<file path="src/verilog/tae_pkg.sv">
// package: constants and carriers for the alarm, event and mask block
package tae_pkg;
	// register indices; byte address is four times the index
	localparam logic [7:0] IDX_INFO     = 8'h14;
	localparam logic [7:0] IDX_SR1      = 8'h16;
	localparam logic [7:0] IDX_IMR1     = 8'h17;
	localparam logic [7:0] IDX_SR2      = 8'h18;
	localparam logic [7:0] IDX_IMR2     = 8'h19;
	localparam logic [7:0] IDX_SR3      = 8'h1a;
	localparam logic [7:0] IDX_IMR3     = 8'h1b;
	localparam logic [7:0] IDX_SR4      = 8'h1c;
	localparam logic [7:0] IDX_IMR4     = 8'h1d;
	localparam logic [7:0] ADDR_INFO    = IDX_INFO << 2;
	localparam logic [7:0] ADDR_SR1     = IDX_SR1 << 2;
	localparam logic [7:0] ADDR_IMR1    = IDX_IMR1 << 2;
	localparam logic [7:0] ADDR_SR2     = IDX_SR2 << 2;
	localparam logic [7:0] ADDR_IMR2    = IDX_IMR2 << 2;
	localparam logic [7:0] ADDR_SR3     = IDX_SR3 << 2;
	localparam logic [7:0] ADDR_IMR3    = IDX_IMR3 << 2;
	localparam logic [7:0] ADDR_SR4     = IDX_SR4 << 2;
	localparam logic [7:0] ADDR_IMR4    = IDX_IMR4 << 2;
	localparam logic [7:0] REG_RESET    = 8'h00;

	// zero-run thresholds for framer carrier loss
	localparam logic [11:0] ZRUN_T1     = 12'h0c0;
	localparam logic [11:0] ZRUN_E1     = 12'h0ff;
	localparam logic [11:0] ZRUN_E1_EXT = 12'h800;

	// clock-loss timing: one channel time (8 bit periods)
	localparam int SYS_CLK_PERIOD_NS    = 25;
	localparam int T1_CHANNEL_NS        = 5181;
	localparam int E1_CHANNEL_NS        = 3906;
	localparam logic [8:0] T1_CHAN_CYC  =
		9'((T1_CHANNEL_NS + SYS_CLK_PERIOD_NS - 1) / SYS_CLK_PERIOD_NS);
	localparam logic [8:0] E1_CHAN_CYC  =
		9'((E1_CHANNEL_NS + SYS_CLK_PERIOD_NS - 1) / SYS_CLK_PERIOD_NS);

	// time slot 16 checks
	localparam int         TS16_DMA_BIT = 2;
	localparam logic [3:0] MF_LAST      = 4'hf;
	localparam logic [1:0] DMA_COUNT    = 2'h2;
	localparam logic [1:0] SAO_ZEROS    = 2'h3;

	// levels and pulses from the line interface and framer
	typedef struct packed {
		logic jitter_limit_trip;
		logic line_carrier_loss;
		logic tx_current_limit;
		logic tx_open_circuit;
		logic line_tx_clock_loss;
		logic yellow_alarm;
		logic unframed_all_ones;
		logic sync_lost;
		logic spare_code_seen;
		logic loop_down_seen;
		logic loop_up_seen;
		logic link_id_seen;
		logic remote_alarm;
		logic ais_ci_seen;
		logic tx_multiframe_tick;
		logic tx_align_frame_tick;
		logic rx_multiframe_tick;
		logic rx_crc4_mf_tick;
		logic rx_align_frame_tick;
	} tae_fr_t;

	// time slot 16 byte, one per frame
	typedef struct packed {
		logic       valid;
		logic       frame0;
		logic [7:0] data;
	} tae_ts16_t;
endpackage

</file>
<file path="src/verilog/tae_alarm_event_status.sv">
// alarm detectors, latched status, masks and interrupt summary of one transceiver
// Summary of operation
// - mask1 bit4 gates trip event; bits3..0 interrupt on both edges of line conditions.
// - T1 only, yellow-cleared event sets when yellow alarm goes away.
// - all-ones-cleared event sets when unframed all-ones goes away.
// - carrier-loss-cleared event sets when framer carrier loss goes away.
// - sync-regained event sets on sync, held until status read.
// - T1 only, yellow condition bit follows received yellow alarm.
// - unframed all-ones condition bit follows received all-ones code.
// - carrier loss after 192 zeros T1, 255 or 2048 zeros E1.
// - loss-of-sync bit set while not synchronized.
// - mask2 enables; condition bits interrupt on rising edge only, events plain.
// - T1 only, spare, loop-down, loop-up code conditions, both-edge interrupts.
// - tx clock loss after one channel time idle; optional output pin.
// - rx clock loss after one channel time without transition.
// - E1 only, link identification condition bit.
// - E1 distant multiframe alarm after two multiframes with ts16 bit set.
// - E1 only, remote alarm condition bit.
// - mask3 enables both-edge interrupts of each matching condition.
// - T1 only, AIS-CI event latched.
// - E1 signaling all-ones event when ts16 has under three zeros per 16 frames.
// - E1 signaling all-zeros event when ts16 all zeros over a multiframe.
// - transmit and receive multiframe events latched on framer boundaries.
// - E1 align-frame and CRC4 multiframe events latched on framer ticks.
// - info register bit per status register shows an enabled active interrupt.
//
// Added by the designer: the plain strobed port.
`timescale 1ns/1ps
module tae_alarm_event_status (
	input  wire logic              i_sys_clk,
	input  wire logic              i_rst,
	input  wire logic [7:0]        i_addr,
	input  wire logic [7:0]        i_wdata,
	input  wire logic              i_wr,
	input  wire logic              i_rd,
	output logic      [7:0]        o_rdata,
	input  wire logic              i_e1_mode,
	input  wire logic              i_extended_zero_count_sel,
	input  wire logic              i_clock_loss_pin_enable,
	input  wire logic              i_rx_pos_data_in,
	input  wire logic              i_rx_neg_data_in,
	input  wire logic              i_rx_clock_in,
	input  wire logic              i_tx_clock_in,
	input  wire tae_pkg::tae_fr_t   i_framer,
	input  wire tae_pkg::tae_ts16_t i_ts16,
	output logic                   o_tx_clock_loss,
	output logic                   o_irq
);
	// pin synchronisers: pos, neg, rx clock, tx clock
	logic [3:0]  sync1_ff;
	logic [3:0]  sync2_ff;
	logic        rxclk_d_ff;
	logic [11:0] zrun_ff;
	logic        fcl_ff;
	logic [11:0] zrun_lim;
	logic [8:0]  chan_lim;
	logic [1:0]  clk_now;
	logic [1:0]  clk_d_ff;
	logic [8:0]  idle_ff [2];
	logic [1:0]  clk_loss_ff;
	logic [1:0]  dma_cnt_ff;
	logic [3:0]  frm_ff;
	logic [1:0]  zeros_ff;
	logic        any_one_ff;
	logic        sao_evt;
	logic        saz_evt;
	logic [1:0]  nxt_zeros;
	logic        nxt_any_one;
	logic [3:0]  c1;
	logic [3:0]  c2;
	logic [7:0]  c3;
	logic [3:0]  p1_ff;
	logic [3:0]  p2_ff;
	logic [7:0]  p3_ff;
	logic [4:0]  l1_ff;
	logic [7:0]  l2_ff;
	logic [7:0]  l3_ff;
	logic [7:0]  l4_ff;
	logic [4:0]  set1;
	logic [7:0]  set2;
	logic [7:0]  set3;
	logic [7:0]  set4;
	logic [7:0]  imr1_ff;
	logic [7:0]  imr2_ff;
	logic [7:0]  imr3_ff;
	logic [7:0]  imr4_ff;
	logic [7:0]  sr1_v;
	logic [7:0]  sr2_v;
	logic [7:0]  sr3_v;
	logic [7:0]  sr4_v;
	logic [3:0]  info;
	logic [7:0]  nxt_rdata;
	logic        rd1;
	logic        rd2;
	logic        rd3;
	logic        rd4;

	always_ff @(posedge i_sys_clk) begin
		if (i_rst) begin
			sync1_ff <= 4'h0;
			sync2_ff <= 4'h0;
		end else begin
			sync1_ff <= {i_tx_clock_in, i_rx_clock_in, i_rx_neg_data_in, i_rx_pos_data_in};
			sync2_ff <= sync1_ff;
		end
	end

	// zero-run counter on rx clock rising edges
	always_comb begin
		if (!i_e1_mode) begin
			zrun_lim = tae_pkg::ZRUN_T1;
		end else if (i_extended_zero_count_sel) begin
			zrun_lim = tae_pkg::ZRUN_E1_EXT;
		end else begin
			zrun_lim = tae_pkg::ZRUN_E1;
		end
	end

	always_ff @(posedge i_sys_clk) begin
		if (i_rst) begin
			rxclk_d_ff <= 1'b0;
			zrun_ff    <= 12'h000;
			fcl_ff     <= 1'b0;
		end else begin
			rxclk_d_ff <= sync2_ff[2];
			if (sync2_ff[2] && !rxclk_d_ff) begin
				if (sync2_ff[0] || sync2_ff[1]) begin
					zrun_ff <= 12'h000;
					fcl_ff  <= 1'b0;
				end else begin
					if (zrun_ff != zrun_lim) begin
						zrun_ff <= zrun_ff + 12'h001;
					end
					fcl_ff <= (zrun_ff + 12'h001) >= zrun_lim;
				end
			end
		end
	end

	// idle counters on the two clock pins: index 0 rx, 1 tx
	assign chan_lim = i_e1_mode ? tae_pkg::E1_CHAN_CYC : tae_pkg::T1_CHAN_CYC;
	assign clk_now  = sync2_ff[3:2];

	for (genvar g = 0; g < 2; g++) begin : g_clk_loss
		always_ff @(posedge i_sys_clk) begin
			if (i_rst) begin
				clk_d_ff[g]    <= 1'b0;
				idle_ff[g]     <= 9'h000;
				clk_loss_ff[g] <= 1'b0;
			end else begin
				clk_d_ff[g] <= clk_now[g];
				if (clk_now[g] != clk_d_ff[g]) begin
					idle_ff[g]     <= 9'h000;
					clk_loss_ff[g] <= 1'b0;
				end else if (idle_ff[g] != chan_lim) begin
					idle_ff[g] <= idle_ff[g] + 9'h001;
				end else begin
					clk_loss_ff[g] <= 1'b1;
				end
			end
		end
	end

	always_ff @(posedge i_sys_clk) begin
		if (i_rst) begin
			o_tx_clock_loss <= 1'b0;
		end else begin
			o_tx_clock_loss <= i_clock_loss_pin_enable && clk_loss_ff[1];
		end
	end

	// time slot 16: distant multiframe alarm
	always_ff @(posedge i_sys_clk) begin
		if (i_rst) begin
			dma_cnt_ff <= 2'h0;
		end else if (i_ts16.valid && i_ts16.frame0) begin
			if (!i_ts16.data[tae_pkg::TS16_DMA_BIT]) begin
				dma_cnt_ff <= 2'h0;
			end else if (dma_cnt_ff != tae_pkg::DMA_COUNT) begin
				dma_cnt_ff <= dma_cnt_ff + 2'h1;
			end
		end
	end

	// time slot 16: zero count over a 16-frame multiframe
	function automatic logic [1:0] zsat(input logic [1:0] acc, input logic [7:0] b);
		logic [1:0] r;
		r = acc;
		for (int i = 0; i < 8; i++) begin
			if (!b[i] && r != tae_pkg::SAO_ZEROS) begin
				r = r + 2'h1;
			end
		end
		return r;
	endfunction

	always_comb begin
		nxt_zeros   = zsat(i_ts16.frame0 ? 2'h0 : zeros_ff, i_ts16.data);
		nxt_any_one = (i_ts16.frame0 ? 1'b0 : any_one_ff) || (|i_ts16.data);
	end

	assign sao_evt = i_e1_mode && i_ts16.valid && (frm_ff == tae_pkg::MF_LAST)
		&& !i_ts16.frame0 && (nxt_zeros != tae_pkg::SAO_ZEROS);
	assign saz_evt = i_e1_mode && i_ts16.valid && (frm_ff == tae_pkg::MF_LAST)
		&& !i_ts16.frame0 && !nxt_any_one;

	always_ff @(posedge i_sys_clk) begin
		if (i_rst) begin
			frm_ff     <= 4'h0;
			zeros_ff   <= 2'h0;
			any_one_ff <= 1'b0;
		end else if (i_ts16.valid) begin
			frm_ff     <= i_ts16.frame0 ? 4'h1 : frm_ff + 4'h1;
			zeros_ff   <= nxt_zeros;
			any_one_ff <= nxt_any_one;
		end
	end

	// live conditions
	assign c1 = {i_framer.line_carrier_loss, i_framer.tx_current_limit,
		i_framer.tx_open_circuit, i_framer.line_tx_clock_loss};
	assign c2 = {i_framer.yellow_alarm && !i_e1_mode,
		i_framer.unframed_all_ones,
		fcl_ff,
		i_framer.sync_lost};
	assign c3 = {i_framer.spare_code_seen && !i_e1_mode,
		i_framer.loop_down_seen && !i_e1_mode,
		i_framer.loop_up_seen && !i_e1_mode,
		clk_loss_ff[1],
		clk_loss_ff[0],
		i_framer.link_id_seen && i_e1_mode,
		(dma_cnt_ff == tae_pkg::DMA_COUNT) && i_e1_mode,
		i_framer.remote_alarm && i_e1_mode};

	always_ff @(posedge i_sys_clk) begin
		if (i_rst) begin
			p1_ff <= 4'h0;
			p2_ff <= 4'h0;
			p3_ff <= 8'h00;
		end else begin
			p1_ff <= c1;
			p2_ff <= c2;
			p3_ff <= c3;
		end
	end

	// latch set terms
	assign set1 = {i_framer.jitter_limit_trip, c1 ^ p1_ff};
	assign set2 = {!c2[3] && p2_ff[3],
		!c2[2] && p2_ff[2],
		!c2[1] && p2_ff[1],
		!c2[0] && p2_ff[0],
		c2 & ~p2_ff};
	assign set3 = c3 ^ p3_ff;
	assign set4 = {i_framer.ais_ci_seen && !i_e1_mode,
		sao_evt, saz_evt,
		i_framer.tx_multiframe_tick,
		i_framer.tx_align_frame_tick && i_e1_mode,
		i_framer.rx_multiframe_tick,
		i_framer.rx_crc4_mf_tick && i_e1_mode,
		i_framer.rx_align_frame_tick && i_e1_mode};

	assign rd1 = i_rd && (i_addr == tae_pkg::ADDR_SR1);
	assign rd2 = i_rd && (i_addr == tae_pkg::ADDR_SR2);
	assign rd3 = i_rd && (i_addr == tae_pkg::ADDR_SR3);
	assign rd4 = i_rd && (i_addr == tae_pkg::ADDR_SR4);

	// latches: read clears, a new event in the same cycle wins
	always_ff @(posedge i_sys_clk) begin
		if (i_rst) begin
			l1_ff <= 5'h00;
			l2_ff <= tae_pkg::REG_RESET;
			l3_ff <= tae_pkg::REG_RESET;
			l4_ff <= tae_pkg::REG_RESET;
		end else begin
			l1_ff <= (rd1 ? 5'h00 : l1_ff) | set1;
			l2_ff <= (rd2 ? 8'h00 : l2_ff) | set2;
			l3_ff <= (rd3 ? 8'h00 : l3_ff) | set3;
			l4_ff <= (rd4 ? 8'h00 : l4_ff) | set4;
		end
	end

	// mask registers
	always_ff @(posedge i_sys_clk) begin
		if (i_rst) begin
			imr1_ff <= tae_pkg::REG_RESET;
			imr2_ff <= tae_pkg::REG_RESET;
			imr3_ff <= tae_pkg::REG_RESET;
			imr4_ff <= tae_pkg::REG_RESET;
		end else if (i_wr) begin
			if (i_addr == tae_pkg::ADDR_IMR1) begin
				imr1_ff <= i_wdata;
			end else if (i_addr == tae_pkg::ADDR_IMR2) begin
				imr2_ff <= i_wdata;
			end else if (i_addr == tae_pkg::ADDR_IMR3) begin
				imr3_ff <= i_wdata;
			end else if (i_addr == tae_pkg::ADDR_IMR4) begin
				imr4_ff <= i_wdata;
			end
		end
	end

	// readable status: condition bits also show the live level
	assign sr1_v = {3'h0, l1_ff[4], l1_ff[3:0] | c1};
	assign sr2_v = {l2_ff[7:4], l2_ff[3:0] | c2};
	assign sr3_v = l3_ff | c3;
	assign sr4_v = l4_ff;

	assign info = {|(l4_ff & imr4_ff),
		|(l3_ff & imr3_ff),
		|(l2_ff & imr2_ff),
		|(l1_ff & imr1_ff[4:0])};

	always_ff @(posedge i_sys_clk) begin
		if (i_rst) begin
			o_irq <= 1'b0;
		end else begin
			o_irq <= |info;
		end
	end

	// read decode
	always_comb begin
		nxt_rdata = 8'h00;
		if (!i_rd) begin
			nxt_rdata = 8'h00;
		end else if (i_addr == tae_pkg::ADDR_INFO) begin
			nxt_rdata = {4'h0, info};
		end else if (i_addr == tae_pkg::ADDR_SR1) begin
			nxt_rdata = sr1_v;
		end else if (i_addr == tae_pkg::ADDR_IMR1) begin
			nxt_rdata = imr1_ff;
		end else if (i_addr == tae_pkg::ADDR_SR2) begin
			nxt_rdata = sr2_v;
		end else if (i_addr == tae_pkg::ADDR_IMR2) begin
			nxt_rdata = imr2_ff;
		end else if (i_addr == tae_pkg::ADDR_SR3) begin
			nxt_rdata = sr3_v;
		end else if (i_addr == tae_pkg::ADDR_IMR3) begin
			nxt_rdata = imr3_ff;
		end else if (i_addr == tae_pkg::ADDR_SR4) begin
			nxt_rdata = sr4_v;
		end else if (i_addr == tae_pkg::ADDR_IMR4) begin
			nxt_rdata = imr4_ff;
		end
	end

	always_ff @(posedge i_sys_clk) begin
		if (i_rst) begin
			o_rdata <= 8'h00;
		end else begin
			o_rdata <= nxt_rdata;
		end
	end
endmodule

</file>
<file path="config.mk">
export PLATFORM = sky130hd
export DESIGN_NAME = tae_alarm_event_status
export DESIGN_NICKNAME = d
export VERILOG_FILES = /design/src/verilog/tae_pkg.sv /design/src/verilog/tae_alarm_event_status.sv
export SDC_FILE = /design/constraint.sdc
export NUM_CORES = 1
export LEC_CHECK = 0
export BUFFER_PORTS_ARGS = -buffer_cell sky130_fd_sc_hd__buf_2
export CAP_MARGIN = 10
export CORE_ASPECT_RATIO = 0.7
export CORE_MARGIN = 1
export CORE_UTILIZATION = 50
export DETAILED_ROUTE_END_ITERATION = 16
export GPL_ROUTABILITY_DRIVEN = 0
export PLACE_DENSITY_LB_ADDON = 0.1
export SLEW_MARGIN = 30
export SYNTH_ARGS = -nofsm -noshare
export SYNTH_HDL_FRONTEND = slang
export SYNTH_SLANG_ARGS = --single-unit
</file>
<file path="constraint.sdc">
create_clock -name i_sys_clk -period 7.2 [get_ports i_sys_clk]
set_input_delay 0 -clock i_sys_clk [delete_from_list [all_inputs] [get_ports i_sys_clk]]
set_output_delay 0 -clock i_sys_clk [all_outputs]
set_load 0.1 [all_outputs]
</file>
After elaboration in Yosys (flattened, before gate mapping)
Memory sizes are Yosys's and may differ from the RTL's.
Index checks and enable logic that the tools add are counted.
{ "op_classes": {"addsub": 13, "order_cmp": 1, "n_eq_ne": 27, "n_mux": 52, "n_bitwise": 23, "reduce_logical": 71} }
{ "op_table": {"columns": ["operator", "count"], "rows": [
  ["8-bit 2-to-1 mux", 10],
  ["8-bit by 7-bit equality test with 1-bit output, second input constant", 9],
  ["12-bit 2-to-1 mux", 4],
  ["9-bit 2-to-1 mux", 4],
  ["1-bit logical AND", 35],
  ["8-bit bitwise OR", 4],
  ["8-bit OR reduction", 4],
  ["29-bit OR reduction", 1],
  ["8-bit bitwise AND", 3],
  ["2-bit 2-to-1 mux", 11],
  ["2-bit != test, second input constant", 10],
  ["2-bit by 1-bit adder with 2-bit output, second input constant", 9],
  ["9-bit by 1-bit adder with 9-bit output, second input constant", 2],
  ["1-bit 2-to-1 mux", 18],
  ["9-bit by 8-bit != test with 1-bit output", 2],
  ["1-bit logical NOT", 16],
  ["12-bit by 1-bit adder with 12-bit output, second input constant", 1],
  ["12-bit >= comparator", 1],
  ["12-bit != test", 1],
  ["5-bit 2-to-1 mux", 2],
  ["4-bit 2-to-1 mux", 2],
  ["4-bit bitwise OR", 2],
  ["8-bit bitwise XOR", 1],
  ["7-bit 2-to-1 mux", 1],
  ["other kinds (22)", 34]
]} }
{ "word_totals": {"ff_bits": 121, "mem_bits_rw": 18, "inputBits": 56, "output_inout_bits": 10, "word_cells": 216, "n_memories": 1} }
{ "mem_list": {"columns": ["name", "words", "word_bits", "read_ports", "rd_clocked_by_memory_dff", "write_ports", "line", "rtl"], "rows": [
  ["idle_ff", 2, 9, 2, 0, 2, "tae_alarm_event_status.sv:59", "logic [8:0] idle_ff [2];"]
]} }

Logic depth before layout (Yosys ltp)
Gate-level depths: netlist of run 1.
{ "depth": {"ltp_word": 28, "mapped_depth": 37, "mapped_depth_nobuf": 36} }

Worst setup path before layout of run 1
Ideal clock, no wire load.
{ "synth_path": {"path_type": "register to register", "start": "register zeros_ff[0]", "end": "register l4_ff[6]", "setup_ns": 0.132, "arrival_time_ns": 6.671, "t_required_ns": 7.068, "path_slack_ns": 0.396, "path_stages_with_launch": 35, "n_path_buf": 0, "synth_period_minus_slack_ns": 6.804, "cell_sequence": "dfxtp_1 -> nor2b_1 -> ha_1 -> or2_2 -> a21o_1 -> ha_1 -> nor2_1 -> xnor3_1 -> inv_1 -> ha_1 -> nor2_1 -> a2111o_1 -> o311a_1 -> ha_1 -> nor2_1 -> nor2_1 -> a32o_1 -> ha_1 -> nor2_1 -> xnor2_1 -> xnor2_1 -> ha_1 -> nor2_1 -> xor2_1 -> ha_1 -> nor2_1 -> xor2_1 -> xnor2_1 -> xnor2_1 -> ha_1 -> nor2_1 -> or4_1 -> a2bb2oi_1 -> o21ai_1 -> a21oi_1"} }
{ "synth_via": {"elab_chain_cells": 28, "word_cells_on_any_way": 36, "cone_classes": "8 x add/sub; 9 x eq/ne; 9 x mux; 1 x bitwise; 9 x reduce/logical"} }
{ "synth_lines": {"columns": ["item", "line", "rtl"], "rows": [
  ["start, declared", "tae_alarm_event_status.sv:63", "logic [1:0] zeros_ff;"],
  ["start signal, assigned", "tae_alarm_event_status.sv:214", "zeros_ff <= nxt_zeros;"],
  ["2-bit 2-to-1 mux *", "tae_alarm_event_status.sv:198", "nxt_zeros = zsat(i_ts16.frame0 ? 2'h0 : zeros_ff, i_ts16.data);"],
  ["branches (longest 2 deep; another with 2-bit by 1-bit adder with 2-bit output)", null, null],
  ["2-bit 2-to-1 mux *", "tae_alarm_event_status.sv:190", "if (!b[i] && r != tae_pkg::SAO_ZEROS) begin"],
  ["branches (longest 2 deep; another with 2-bit by 1-bit adder with 2-bit output)", null, null],
  ["2-bit 2-to-1 mux *", "tae_alarm_event_status.sv:190", null],
  ["branches (longest 2 deep; another with 2-bit by 1-bit adder with 2-bit output)", null, null],
  ["2-bit 2-to-1 mux *", "tae_alarm_event_status.sv:190", null],
  ["branches (longest 2 deep; another with 2-bit by 1-bit adder with 2-bit output)", null, null],
  ["(+6 left out)", null, null],
  ["2-bit 2-to-1 mux *", "tae_alarm_event_status.sv:190", null],
  ["branches (longest 2 deep; another with 2-bit by 1-bit adder with 2-bit output)", null, null],
  ["2-bit 2-to-1 mux *", "tae_alarm_event_status.sv:190", null],
  ["branches (longest 2 deep; another with 2-bit by 1-bit adder with 2-bit output)", null, null],
  ["2-bit 2-to-1 mux *", "tae_alarm_event_status.sv:190", null],
  ["2-bit != test *", "tae_alarm_event_status.sv:203", "&& !i_ts16.frame0 && (nxt_zeros != tae_pkg::SAO_ZEROS);"],
  ["1-bit logical AND *", "tae_alarm_event_status.sv:203", null],
  ["8-bit bitwise OR *", "tae_alarm_event_status.sv:279", "l4_ff <= (rd4 ? 8'h00 : l4_ff) | set4;"],
  ["end signal, assigned", "tae_alarm_event_status.sv:274", "l4_ff <= tae_pkg::REG_RESET;"],
  ["end signal, assigned", "tae_alarm_event_status.sv:279", null],
  ["end, declared", "tae_alarm_event_status.sv:78", "logic [7:0] l4_ff;"]
]} }
Every way passes the cells marked *.
A chain may end at the register's enable or synchronous reset.

Worst setup path in the final report of run 1
Ends and elaborated chain as after synthesis.

==> results.txt, run 1 <==
----------------------------------------------------
[Outcome]
  Run status ... finished clean

[Finish]
  Final-layout fill cell count ... 1143
  Footprint of the flip-flops and latches ... just under 3000 um2
  Combined area of the multi-input logic cells ... 3890 um2
  Nets ... 973
  Share of post-route cells with drive strength above 1 ... between 15 and 20%
  Layout Cell Area excl Fill ... between 8000 and 9000 um2
  Synthesis-to-finish area growth ... 21.6%
  Antenna fix cells ... 0

[Drt]
  DRT iter0 DRCs ... 526
  First-pass detailed-route iteration total ... 6
  Overall via count from detail_route ... 6301
  Vias per cell ... just under 6
  Post-detailed-route DRC marker count ... 0
  Wire length per cell ... 16.6 um
  Number of nets with antenna violations after routing ... 0
  Detailed-route wire length ... between 15000 and 20000 um

[Logic synthesis]
  Share of cell area taken by muxes after synthesis ... under 10%
  Number of synthesized flops with an enable pin ... 18
  Top-count cell post-synth ... dfxtp_1
  Dominant cell type by area after synthesis ... dfxtp_1
  Most used standard cells in the synthesized netlist ... dfxtp_1, nor2_1, a21oi_1, nand2_1, nor2b_1
  Sequential element share of the synthesized area ... approximately 42%
  Warnings, synthesis ... 0
  Top flip-flop cell by instance count after synthesis ... dfxtp_1
  Xor and xnor fraction of the mapped netlist area ... 6.27%
  Largest family of logic cells by synthesized area ... simple AND/OR/NAND/NOR gates
  Number of instances in the synthesized netlist ... 798
  Top cells by area, synth ... dfxtp_1, edfxtp_1, nor2_1, a21oi_1, ha_1
  FFs w/ async S/R, synth ... 0%
  Portion of synthesized cell area occupied by the leading cell type ... between 30 and 40%
  Net count of the mapped netlist ... 877
  Flops & latches, synth ... about 140
  Basic-gate share of the synthesized area counting and, or, nand and nor cells ... 25.1%
  Share of synthesized cell area in full adder, half adder and majority cells ... 4.12%
  Mapped Area ... 6990 um2
  Mean instance size in the synthesized netlist ... 8.76 um2
  Count of distinct cell types in the synthesized netlist ... 66
  Share of the synthesized area in compound gates (AO/OA/AOI/OAI) ... around 15%

[CTS]
  Clock transition at path regs ... 0.06 ns
  CTS Sinks ... approximately 140
  Cell at the root of the clock tree ... clkbuf_16
  TritonCTS clock tree ... yes
  Number of buffers between clock root and the deepest sink ... 2
  Clk_lat worst skew ... 0.42 ns
  H-tree Lvls ... 4
  Clock buffers created by TritonCTS ... 17

[Global route]
  Initial antenna violation count ... 0
  Overall overflow remaining after global route ... 0
  First-pass GRT wire length ... 28900 um
  Maximum number of pins on one net before global-route repair ... 78
  GR Util All Layers ... 25.8%
  Number of global-route vias before repair ... 5750

[Critical path]
  R2r worst-path depth ... 33
  Maximum net fanout on the critical path ... 5
  Reg-to-reg startpoint ... zeros_ff[0]
  Critical Path Source Type ... register
  Crit path max-delay cell type ... or4_1
  CP Capture Point ... l4_ff[6]
  Crit path arrival time ... 7.22 ns
  Highest cell delay on the worst timing path ... approximately 0.45 ns
  Critical Path Source ... zeros_ff[0]
  Library cell appearing most often on the critical path ... ha_1
  Worst reg2reg setup slack ... 0.25 ns
  Required time of the worst setup path ... 7.47 ns
  WS Path Type ... register to register
  Kind of capture point of the worst setup path ... register
  Capture point of the worst reg-to-reg path ... l4_ff[6]

[Power]
  Leak pwr ... 0.00343 uW
  Areal power density over the cells ... between 200 and 300 nW/um2
  Maximum vdd ir drop ... ~340 uV

[Timing]
  Rel. slew slack ... 40.6%
  Period utilization ... a little over nine tenths
  Final critical path time including I/O delays and setup ... 6.95 ns
  Pin slew with the least headroom to its limit ... 0.888 ns
  Max-slew violation count ... 0
  Total setup violations reported at the end of the flow ... 0
  Maximum clock skew at final layout ... slightly below 0.006 ns
  Timing-limited maximum frequency ... approximately 0.14 GHz
  Final setup margin ... 0.248 ns
  Accumulated negative setup slack ... 0 ns
  Number of hold violations in the final report ... 0

[Flow run]
  Max-capacitance violation count ... 0

[Floorplan]
  Die outline height ... between 100 and 150 um
  Horizontal extent of the die ... 143 um
  Starting density of the core ... 52.1%
  Standard-cell row count ... 35
  Die area ... roughly 14000 um2
  Number of placed I/O pins ... 66
  Core footprint ... 13400 um2

[Hold path]
  Worst min-delay path category ... input port to register

[Place]
  HPWL after DPL ... 12800 um
  Port-buffer cells ... 65
  DP Worst Slack ... -0.132 ns
  Area of placed instances ... 7430 um2

----------------------------------------------------
## power breakdown
part	internal, uW	total [uW]	switching (uW)
clock	477	825	347
sequential	809	829	19.5
combinational	306	647	341
## through the flow
stage	hold WS [ns]	utilization (%)	power [uW]	cells
finish	0.0366	63.4	2300	1092
detailed placement	0.209	55.4	1370	1016
CTS	0.0253	62.8	2220	1090
global placement	0.205	55.4	1330	1016
global route	0.0415	63.4	2400	1092
floorplan	0.117	-	1250	798
## worst min-delay path by stage
| stage | to | startpoint | depth (start not counted) | slack (ns) |
|---|---|---|---|---|
| 2_1_floorplan | l1_ff[4] | i_framer[18] | 2 | 0.12 |
| 3_3_place_gp | o_tx_clock_loss | i_clock_loss_pin_enable | 2 | 0.21 |
| 3_5_place_dp | o_tx_clock_loss | i_clock_loss_pin_enable | 2 | 0.21 |
| 4_1_cts | o_rdata[3] | i_addr[0] | 4 | 0.03 |
| 5_1_grt | p3_ff[6] | i_framer[9] | 3 | 0.04 |
| 6_report | p3_ff[6] | i_framer[9] | 3 | 0.04 |
## flip-flops by register name (all words and copies together), names as in the netlist, 2 cells and up
register / count
c3: 2
clk_d_ff: 2
dma_cnt_ff: 2
frm_ff: 4
idle_ff: 18
imr1_ff: 8
imr2_ff: 8
imr3_ff: 8
imr4_ff: 8
l1_ff: 5
l2_ff: 8
l3_ff: 8
l4_ff: 8
o_rdata: 8
p1_ff: 4
p2_ff: 4
p3_ff: 8
sync1_ff: 4
sync2_ff: 4
zeros_ff: 2
zrun_ff: 12
## critical path: cells and delay by family (launching register included)
family	cells	cell delay, ns
and+or+nand+nor	12	2.47
DFF	1	0.31
muxes	1	0.25
xor gates and xnor gates	6	1.05
adders and majority gates	8	1.75
AOI/OAI and AO/OA	6	1.01
## cell families (layout without fill, tap and decap cells)
kind of cell               count (synthesis)  in the layout
and+or+nand+nor                          350            350
adders and majority gates                 23             23
DFF                                      139            139
muxes                                     29             29
xor gates and xnor gates                  46             46
buffers and inverters                     53            162
AOI/OAI and AO/OA                        158            158
## layout make-up
| class | count | area share, % |
|---|---|---|
| clock buffers | 19 | 5.11 |
| multi-input cells | 606 | 45.8 |
| inverters | 17 | 0.751 |
| flip-flops and latches | 139 | 34.9 |
| repair buffers | 113 | 9.33 |
| well taps | 185 | 2.72 |
| clock inverters | 13 | 1.41 |
## placed cells by master (no fill, tap or decap), types with 4 or more instances in the layout
cell           count
a211oi_1           5
a21o_1             6
a21oi_1           60
a222oi_1           4
a22oi_1           22
a31oi_1            8
a32oi_1            5
and2_1             5
buf_2             64
buf_4              7
clkbuf_16         17
clkinvlp_4         7
dfxtp_1          121
dlygate4sd3_1     42
edfxtp_1          18
ha_1              21
inv_1             15
mux2_2             5
mux2i_1           21
nand2_1           57
nand2b_1          18
nand3_1           33
nand4_1           15
nor2_1           109
nor2_2             4
nor2b_1           36
nor3_1            22
nor3b_1            4
nor4_1             6
o21ai_0           14
o21ai_1            6
o22ai_1            4
or2_2              5
or3_1              9
or4_1              6
xnor2_1           14
xor2_1            25
## metal layers
layer / global-route usage, % / wire length (um)
met1: 36.0 / 8670
met2: 39.0 / 7850
met3: 6.79 / 1360
met4: 7.69 / 280
met5: 0 / 0
## timing repair
action,4_1_cts,5_1_grt
setup endpoints to repair,2,3
pin swaps,0,4
setup buffers,0,2
hold buffers,42,0
hold endpoints to repair,80,0
resized for setup,4,15
(Power assumes the default switching activity.)
==> run 2, diff against run 1 <==
--- a/config.mk
+++ b/config.mk
@@ -9,7 +9,7 @@
 export CAP_MARGIN = 10
 export CORE_ASPECT_RATIO = 0.7
 export CORE_MARGIN = 1
-export CORE_UTILIZATION = 50
+export CORE_UTILIZATION = 52
 export DETAILED_ROUTE_END_ITERATION = 16
 export GPL_ROUTABILITY_DRIVEN = 0
 export PLACE_DENSITY_LB_ADDON = 0.1
==> run 2 against run 1 <==
Compared with the run above: power increased by 3.7%; combinational power increased by 4.8%; final area decreased by 0.60%; critical path depth increased by 1; die area decreased by 3.8%; first-iteration DRC count increased by 0.38%; global-route usage increased by 1.4 points; largest cell class unchanged; highest routed layer unchanged.
==> results.txt, run 2 (synthesis results as in run 1) <==
----------------------------------------------------
[Flow run]
  Max-capacitance violation count ... 0

[Finish]
  Final instance count without filler cells ... 1066
  Nets ... just under 1000
  Registers with the highest flip-flop counts ... idle_ff: 18 flops, zrun_ff: 12 flops
  Share of post-route cells with drive strength above 1 ... 15.3%
  Register containing the most flip-flops in the final layout ... idle_ff
  Antenna fix cells ... 0
  Final-layout fill cell count ... 1093
  Commonest non-fill, non-tap cells in the layout ... dfxtp_1, nor2_1, buf_2
  Most frequent standard cell in the layout excluding fill and tap cells ... dfxtp_1
  Synthesis-to-finish area growth ... 20.9%
  Flip-flop count of the largest register, all copies and words added ... 18

[Floorplan]
  Number of placed I/O pins ... 66
  Core footprint ... 13100 um2
  Die outline height ... a little under 100 um
  Standard-cell row count ... 35
  Starting density of the core ... 53.2%
  Die area ... between 10000 and 15000 um2
  Horizontal extent of the die ... 141 um

[Global route]
  GR Util All Layers ... 27.2%
  Overall overflow remaining after global route ... 0
  Maximum number of pins on one net before global-route repair ... 61
  First-pass GRT wire length ... 29700 um
  Initial antenna violation count ... 0
  Number of global-route vias before repair ... 5798

[Drt]
  Overall via count from detail_route ... 6221
  Detailed-route wire length ... about 18000 um
  Post-detailed-route DRC marker count ... 0
  Number of nets with antenna violations after routing ... 0
  First-pass detailed-route iteration total ... 5
  DRT iter0 DRCs ... 528
  Vias per cell ... 5.84
  Wire length per cell ... 17.0 um

[CTS]
  H-tree Lvls ... 4
  Clk_lat worst skew ... 0.42 ns
  CTS Sinks ... 139
  Number of buffers between clock root and the deepest sink ... 2
  TritonCTS clock tree ... yes
  Clock buffers created by TritonCTS ... 17
  Cell at the root of the clock tree ... clkbuf_16
  Clock transition at path regs ... roughly 0.060 ns

[Power]
  Areal power density over the cells ... 282 nW/um2
  Pwr Total ... between 2000 and 2500 uW
  Maximum vdd ir drop ... 337 uV
  Leak pwr ... 0.00343 uW

[Place]
  Post-Place Cells ... 997
  Port-buffer cells ... 65
  DP Worst Slack ... -0.216 ns
  HPWL after DPL ... roughly 13000 um

[Timing]
  Timing-limited maximum frequency ... 0.145 GHz
  Maximum clock skew at final layout ... slightly below 0.01 ns
  Max-slew violation count ... 0
  Total setup violations reported at the end of the flow ... 0
  Period utilization ... 95.5%
  Rel. slew slack ... 43.4%
  Final critical path time including I/O delays and setup ... slightly below 7 ns
  Final setup margin ... ~0.32 ns
  Accumulated negative setup slack ... 0 ns
  Number of hold violations in the final report ... 0
  Pin slew with the least headroom to its limit ... between 0.8 and 0.9 ns
  Final Hold Slack ... between 0.04 and 0.05 ns

[Outcome]
  Run status ... finished clean

[Critical path]
  Critical Path Source Type ... register
  Critical Path Source ... zeros_ff[0]
  Library cell appearing most often on the critical path ... ha_1
  Required time of the worst setup path ... approximately 7.5 ns
  Crit path max-delay cell type ... a2111o_1
  Highest cell delay on the worst timing path ... 0.42 ns
  Kind of capture point of the worst setup path ... register
  Reg-to-reg startpoint ... zeros_ff[0]
  Crit path arrival time ... 7.16 ns
  WS Path Type ... register to register
  Maximum net fanout on the critical path ... 4

[Hold path]
  Hold Path Origin ... i_framer[8]
  Worst min-delay path category ... input port to register

----------------------------------------------------
[run 2: cell types whose count changed in the layout (fill, tap and decap cells not counted), moves of 2 or more]
cell           delta
clkinv_4          +2
clkinvlp_4        -6
buf_4             +2
dlygate4sd3_1     -9
[run 2: per-layer routing]
layer / up-vias / routed length, um / global-route usage [%] / share of wire [%]
met5: - / 0 / 0 / 0
met4: 0 / 222 / 7.27 / 1.2
met3: 21 / 1380 / 5.59 / 7.6
met2: 220 / 7830 / 41.2 / 43
met1: 2938 / 8650 / 39.4 / 48
li1: 3042 / - / - / -
[run 2: repair_timing]
item	4_1_cts	5_1_grt
endpoints found under the setup margin	2	2
hold buffers	33	0
endpoints found under the hold margin	67	0
pin swaps	0	7
setup buffers	0	4
gates resized for setup	8	12
[run 2: worst max-delay path, delay by kind of cell, from the launching register on]
| family | cells | cell delay [ns] |
|---|---|---|
| flops | 1 | 0.31 |
| compound gates | 8 | 1.52 |
| fa+ha+maj | 8 | 1.76 |
| buf+inv | 1 | 0.18 |
| simple gates | 11 | 1.88 |
| mux | 1 | 0.24 |
| xor+xnor | 5 | 0.87 |
[run 2: path summary, 6_finish.rpt]
path,end,slack [ns],depth (start not counted)
max reg2reg,l4_ff[6],0.32,34
max,l4_ff[6],0.32,34
min reg2reg,sync2_ff[0],0.44,1
min,p3_ff[5],0.04,3
[run 2: metrics by stage]
step / area (um2) / util (%)
after floorplan: 6990 / -
after global placement: 7400 / 56.4
after detailed placement: 7400 / 56.4
after CTS: 8360 / 63.7
after global routing: 8450 / 64.3
final: 8450 / 64.3
[run 2: area by class of cell]
type / count / area, um2 / share of cell area [%]
clock buffers: 20 / 458 / 5.42
clock inverters: 12 / 136 / 1.61
inverters: 17 / 63.8 / 0.755
multi-input cells: 606 / 3900 / 46.2
flip-flops and latches: 139 / 2960 / 35.1
well taps: 166 / 208 / 2.46
repair buffers: 106 / 718 / 8.50
[run 2: where the power goes]
part | switching, uW | internal, uW
clock network | 344 | 534
logic | 359 | 319
registers | 19.9 | 809
==> run 3, diff against run 2 <==
--- a/config.mk
+++ b/config.mk
@@ -5,12 +5,12 @@
 export SDC_FILE = /design/constraint.sdc
 export NUM_CORES = 1
 export LEC_CHECK = 0
-export BUFFER_PORTS_ARGS = -buffer_cell sky130_fd_sc_hd__buf_2
 export CAP_MARGIN = 10
 export CORE_ASPECT_RATIO = 0.7
 export CORE_MARGIN = 1
 export CORE_UTILIZATION = 52
 export DETAILED_ROUTE_END_ITERATION = 16
+export DONT_BUFFER_PORTS = 1
 export GPL_ROUTABILITY_DRIVEN = 0
 export PLACE_DENSITY_LB_ADDON = 0.1
 export SLEW_MARGIN = 30
==> run 3 against run 2 <==
Compared with the run above: clock power up 3.4%; combinational power fell by 5.6%; largest cell class unchanged; critical endpoint unchanged; flip-flop and latch count is the same; power is 0.29% lower; via count rose by 0.24%.
==> results.txt, run 3 (synthesis results as in run 1) <==
----------------------------------------------------
[Drt]
  Number of nets with antenna violations after routing ... 0
  Vias per cell ... 6.02
  DRT iter0 DRCs ... 540
  Post-detailed-route DRC marker count ... 0
  First-pass detailed-route iteration total ... 5
  Overall via count from detail_route ... 6236
  Detailed-route wire length ... 18800 um
  Wire length per cell ... 18.2 um

[Global route]
  Maximum number of pins on one net before global-route repair ... about 110
  GR Util All Layers ... around 28%
  First-pass GRT wire length ... 29900 um
  Overall overflow remaining after global route ... 0
  Initial antenna violation count ... 1
  Number of global-route vias before repair ... 5780

[Critical path]
  Crit path buffers/inverters ... 1
  Crit path max-delay cell type ... or4_1
  Capture point of the worst reg-to-reg path ... l4_ff[6]
  Highest cell delay on the worst timing path ... 0.42 ns
  Reg-to-reg startpoint ... zeros_ff[0]
  Library cell appearing most often on the critical path ... ha_1
  Critical Path Source Type ... register
  R2r worst-path depth ... 33
  Top delay family on crit path ... simple AND/OR/NAND/NOR gates
  Worst reg2reg setup slack ... 0.31 ns
  WS Path Type ... register to register
  Crit path arrival time ... 7.18 ns
  Maximum net fanout on the critical path ... 4
  Kind of capture point of the worst setup path ... register
  Required time of the worst setup path ... 7.49 ns

[Floorplan]
  Die outline height ... 99.0 um
  Number of placed I/O pins ... between 60 and 70
  Starting density of the core ... a little over half
  Standard-cell row count ... 35
  Horizontal extent of the die ... 141 um
  Die area ... roughly 14000 um2
  Core footprint ... 13100 um2

[CTS]
  CTS Sinks ... ~140
  Clock transition at path regs ... roughly 0.060 ns
  Cell at the root of the clock tree ... clkbuf_16
  TritonCTS clock tree ... yes
  Number of buffers between clock root and the deepest sink ... 2
  Clk_lat worst skew ... 0.41 ns
  Clock buffers created by TritonCTS ... 17
  H-tree Lvls ... 4

[Timing]
  Timing-limited maximum frequency ... 0.145 GHz
  Period utilization ... between 90% and 100%
  Max-slew violation count ... 0
  Maximum clock skew at final layout ... 0.0108 ns
  Pin slew with the least headroom to its limit ... about 0.97 ns
  Accumulated negative setup slack ... 0 ns
  Final critical path time including I/O delays and setup ... 6.89 ns
  Rel. slew slack ... 35.5%
  Final setup margin ... 0.306 ns
  Final Hold Slack ... 0.0142 ns
  Number of hold violations in the final report ... 0
  Total setup violations reported at the end of the flow ... 0

[Finish]
  Share of post-route cells with drive strength above 1 ... 8.29%
  Commonest non-fill, non-tap cells in the layout ... dfxtp_1, nor2_1, dlygate4sd3_1
  Synthesis-to-finish area growth ... 21.4%
  Layout Cell Area excl Fill ... 8480 um2
  Nets ... ~940
  Register containing the most flip-flops in the final layout ... idle_ff
  Flip-flop count of the largest register, all copies and words added ... 18
  Registers with the highest flip-flop counts ... idle_ff: 18 flops, zrun_ff: 12 flops
  Final instance count without filler cells ... 1036
  Most frequent standard cell in the layout excluding fill and tap cells ... dfxtp_1

[Power]
  Reg power frac ... 34.9%
  Switching power of the nets ... 705 uW
  Leak pwr ... 0.00332 uW
  Portion of total power attributed to the clock network ... 38.2%
  Sw Ratio ... between 20% and 30%
  Share of power burned in combinational logic ... 26.9%
  Maximum vdd ir drop ... about 420 uV
  Areal power density over the cells ... 280 nW/um2
  Internal power summed over all cells ... around 1700 uW

[Hold path]
  Endpoint of the worst hold path ... o_rdata[4]
  Number of instances on the worst hold path ... 3
  Worst min-delay path category ... input port to register
  Hold Path Origin ... i_addr[3]

[Place]
  HPWL after DPL ... 12300 um
  Area of placed instances ... 7070 um2
  Port-buffer cells ... 0
  Post-Place Cells ... 931
  DP Worst Slack ... -0.111 ns

[Flow run]
  Max-capacitance violation count ... 0

[Outcome]
  Run status ... finished clean

----------------------------------------------------
## run 3: timing repair
action                                  CTS  global route
endpoints found under the setup margin    2             3
pin swaps                                 0             5
setup buffers                             0             2
gates resized for setup                   2            16
hold buffers                             70             0
endpoints found under the hold margin   120             0
## run 3: layout make-up
cell class / count / area (um2)
clock buffers: 18 / 429
clock inverters: 14 / 184
fillers: 1073 / 4650
inverters: 17 / 63.8
well taps: 166 / 208
multi-input cells: 606 / 3880
repair buffers: 75 / 756
diodes: 1 / 2.50
flip-flops and latches: 139 / 2960
## run 3: worst reg2reg max path: cells and delay by family, from the launching register on
family,cells,cell delay [ns]
and+or+nand+nor,12,2.23
adders and majority gates,8,1.85
xor gates and xnor gates,6,1.16
AOI/OAI and AO/OA,5,0.84
DFF,1,0.31
muxes,1,0.27
buffers and inverters,1,0.11
## run 3: per-layer routing
layer / GRT usage [%] / vias up / share of wire, %
li1: - / 2974 / -
met2: 42.7 / 230 / 45
met5: 0 / - / 0
met3: 6.12 / 17 / 7.3
met1: 38.9 / 3015 / 47
met4: 7.53 / 0 / 0.92
## run 3: worst max path at each step
stage | cells past startpoint | startpoint | slack [ns] | end
5_1_grt | 34 | zeros_ff[0] | -0.06 | l4_ff[6]
2_1_floorplan | 34 | zeros_ff[0] | 0.40 | l4_ff[6]
3_5_place_dp | 34 | zeros_ff[0] | -0.11 | l4_ff[6]
4_1_cts | 34 | zeros_ff[0] | 0.00008 | l4_ff[6]
6_report | 33 | zeros_ff[0] | 0.31 | l4_ff[6]
3_3_place_gp | 34 | zeros_ff[0] | 0.37 | l4_ff[6]
## run 3: power by group through the flow
stage               Combinational [uW]  Clock, uW  Sequential [uW]
floorplan                          411          0              839
global placement                   440          0              845
detailed placement                 490          0              846
CTS                                547        918              829
global route                       705        947              832
finish                             640        908              830
## run 3: per-stage QoR
step | power, uW | util (%)
finish | 2380 | 64.6
global route | 2480 | 64.6
CTS | 2290 | 64.0
detailed placement | 1340 | 53.8
global placement | 1290 | 53.8
floorplan | 1250 | -
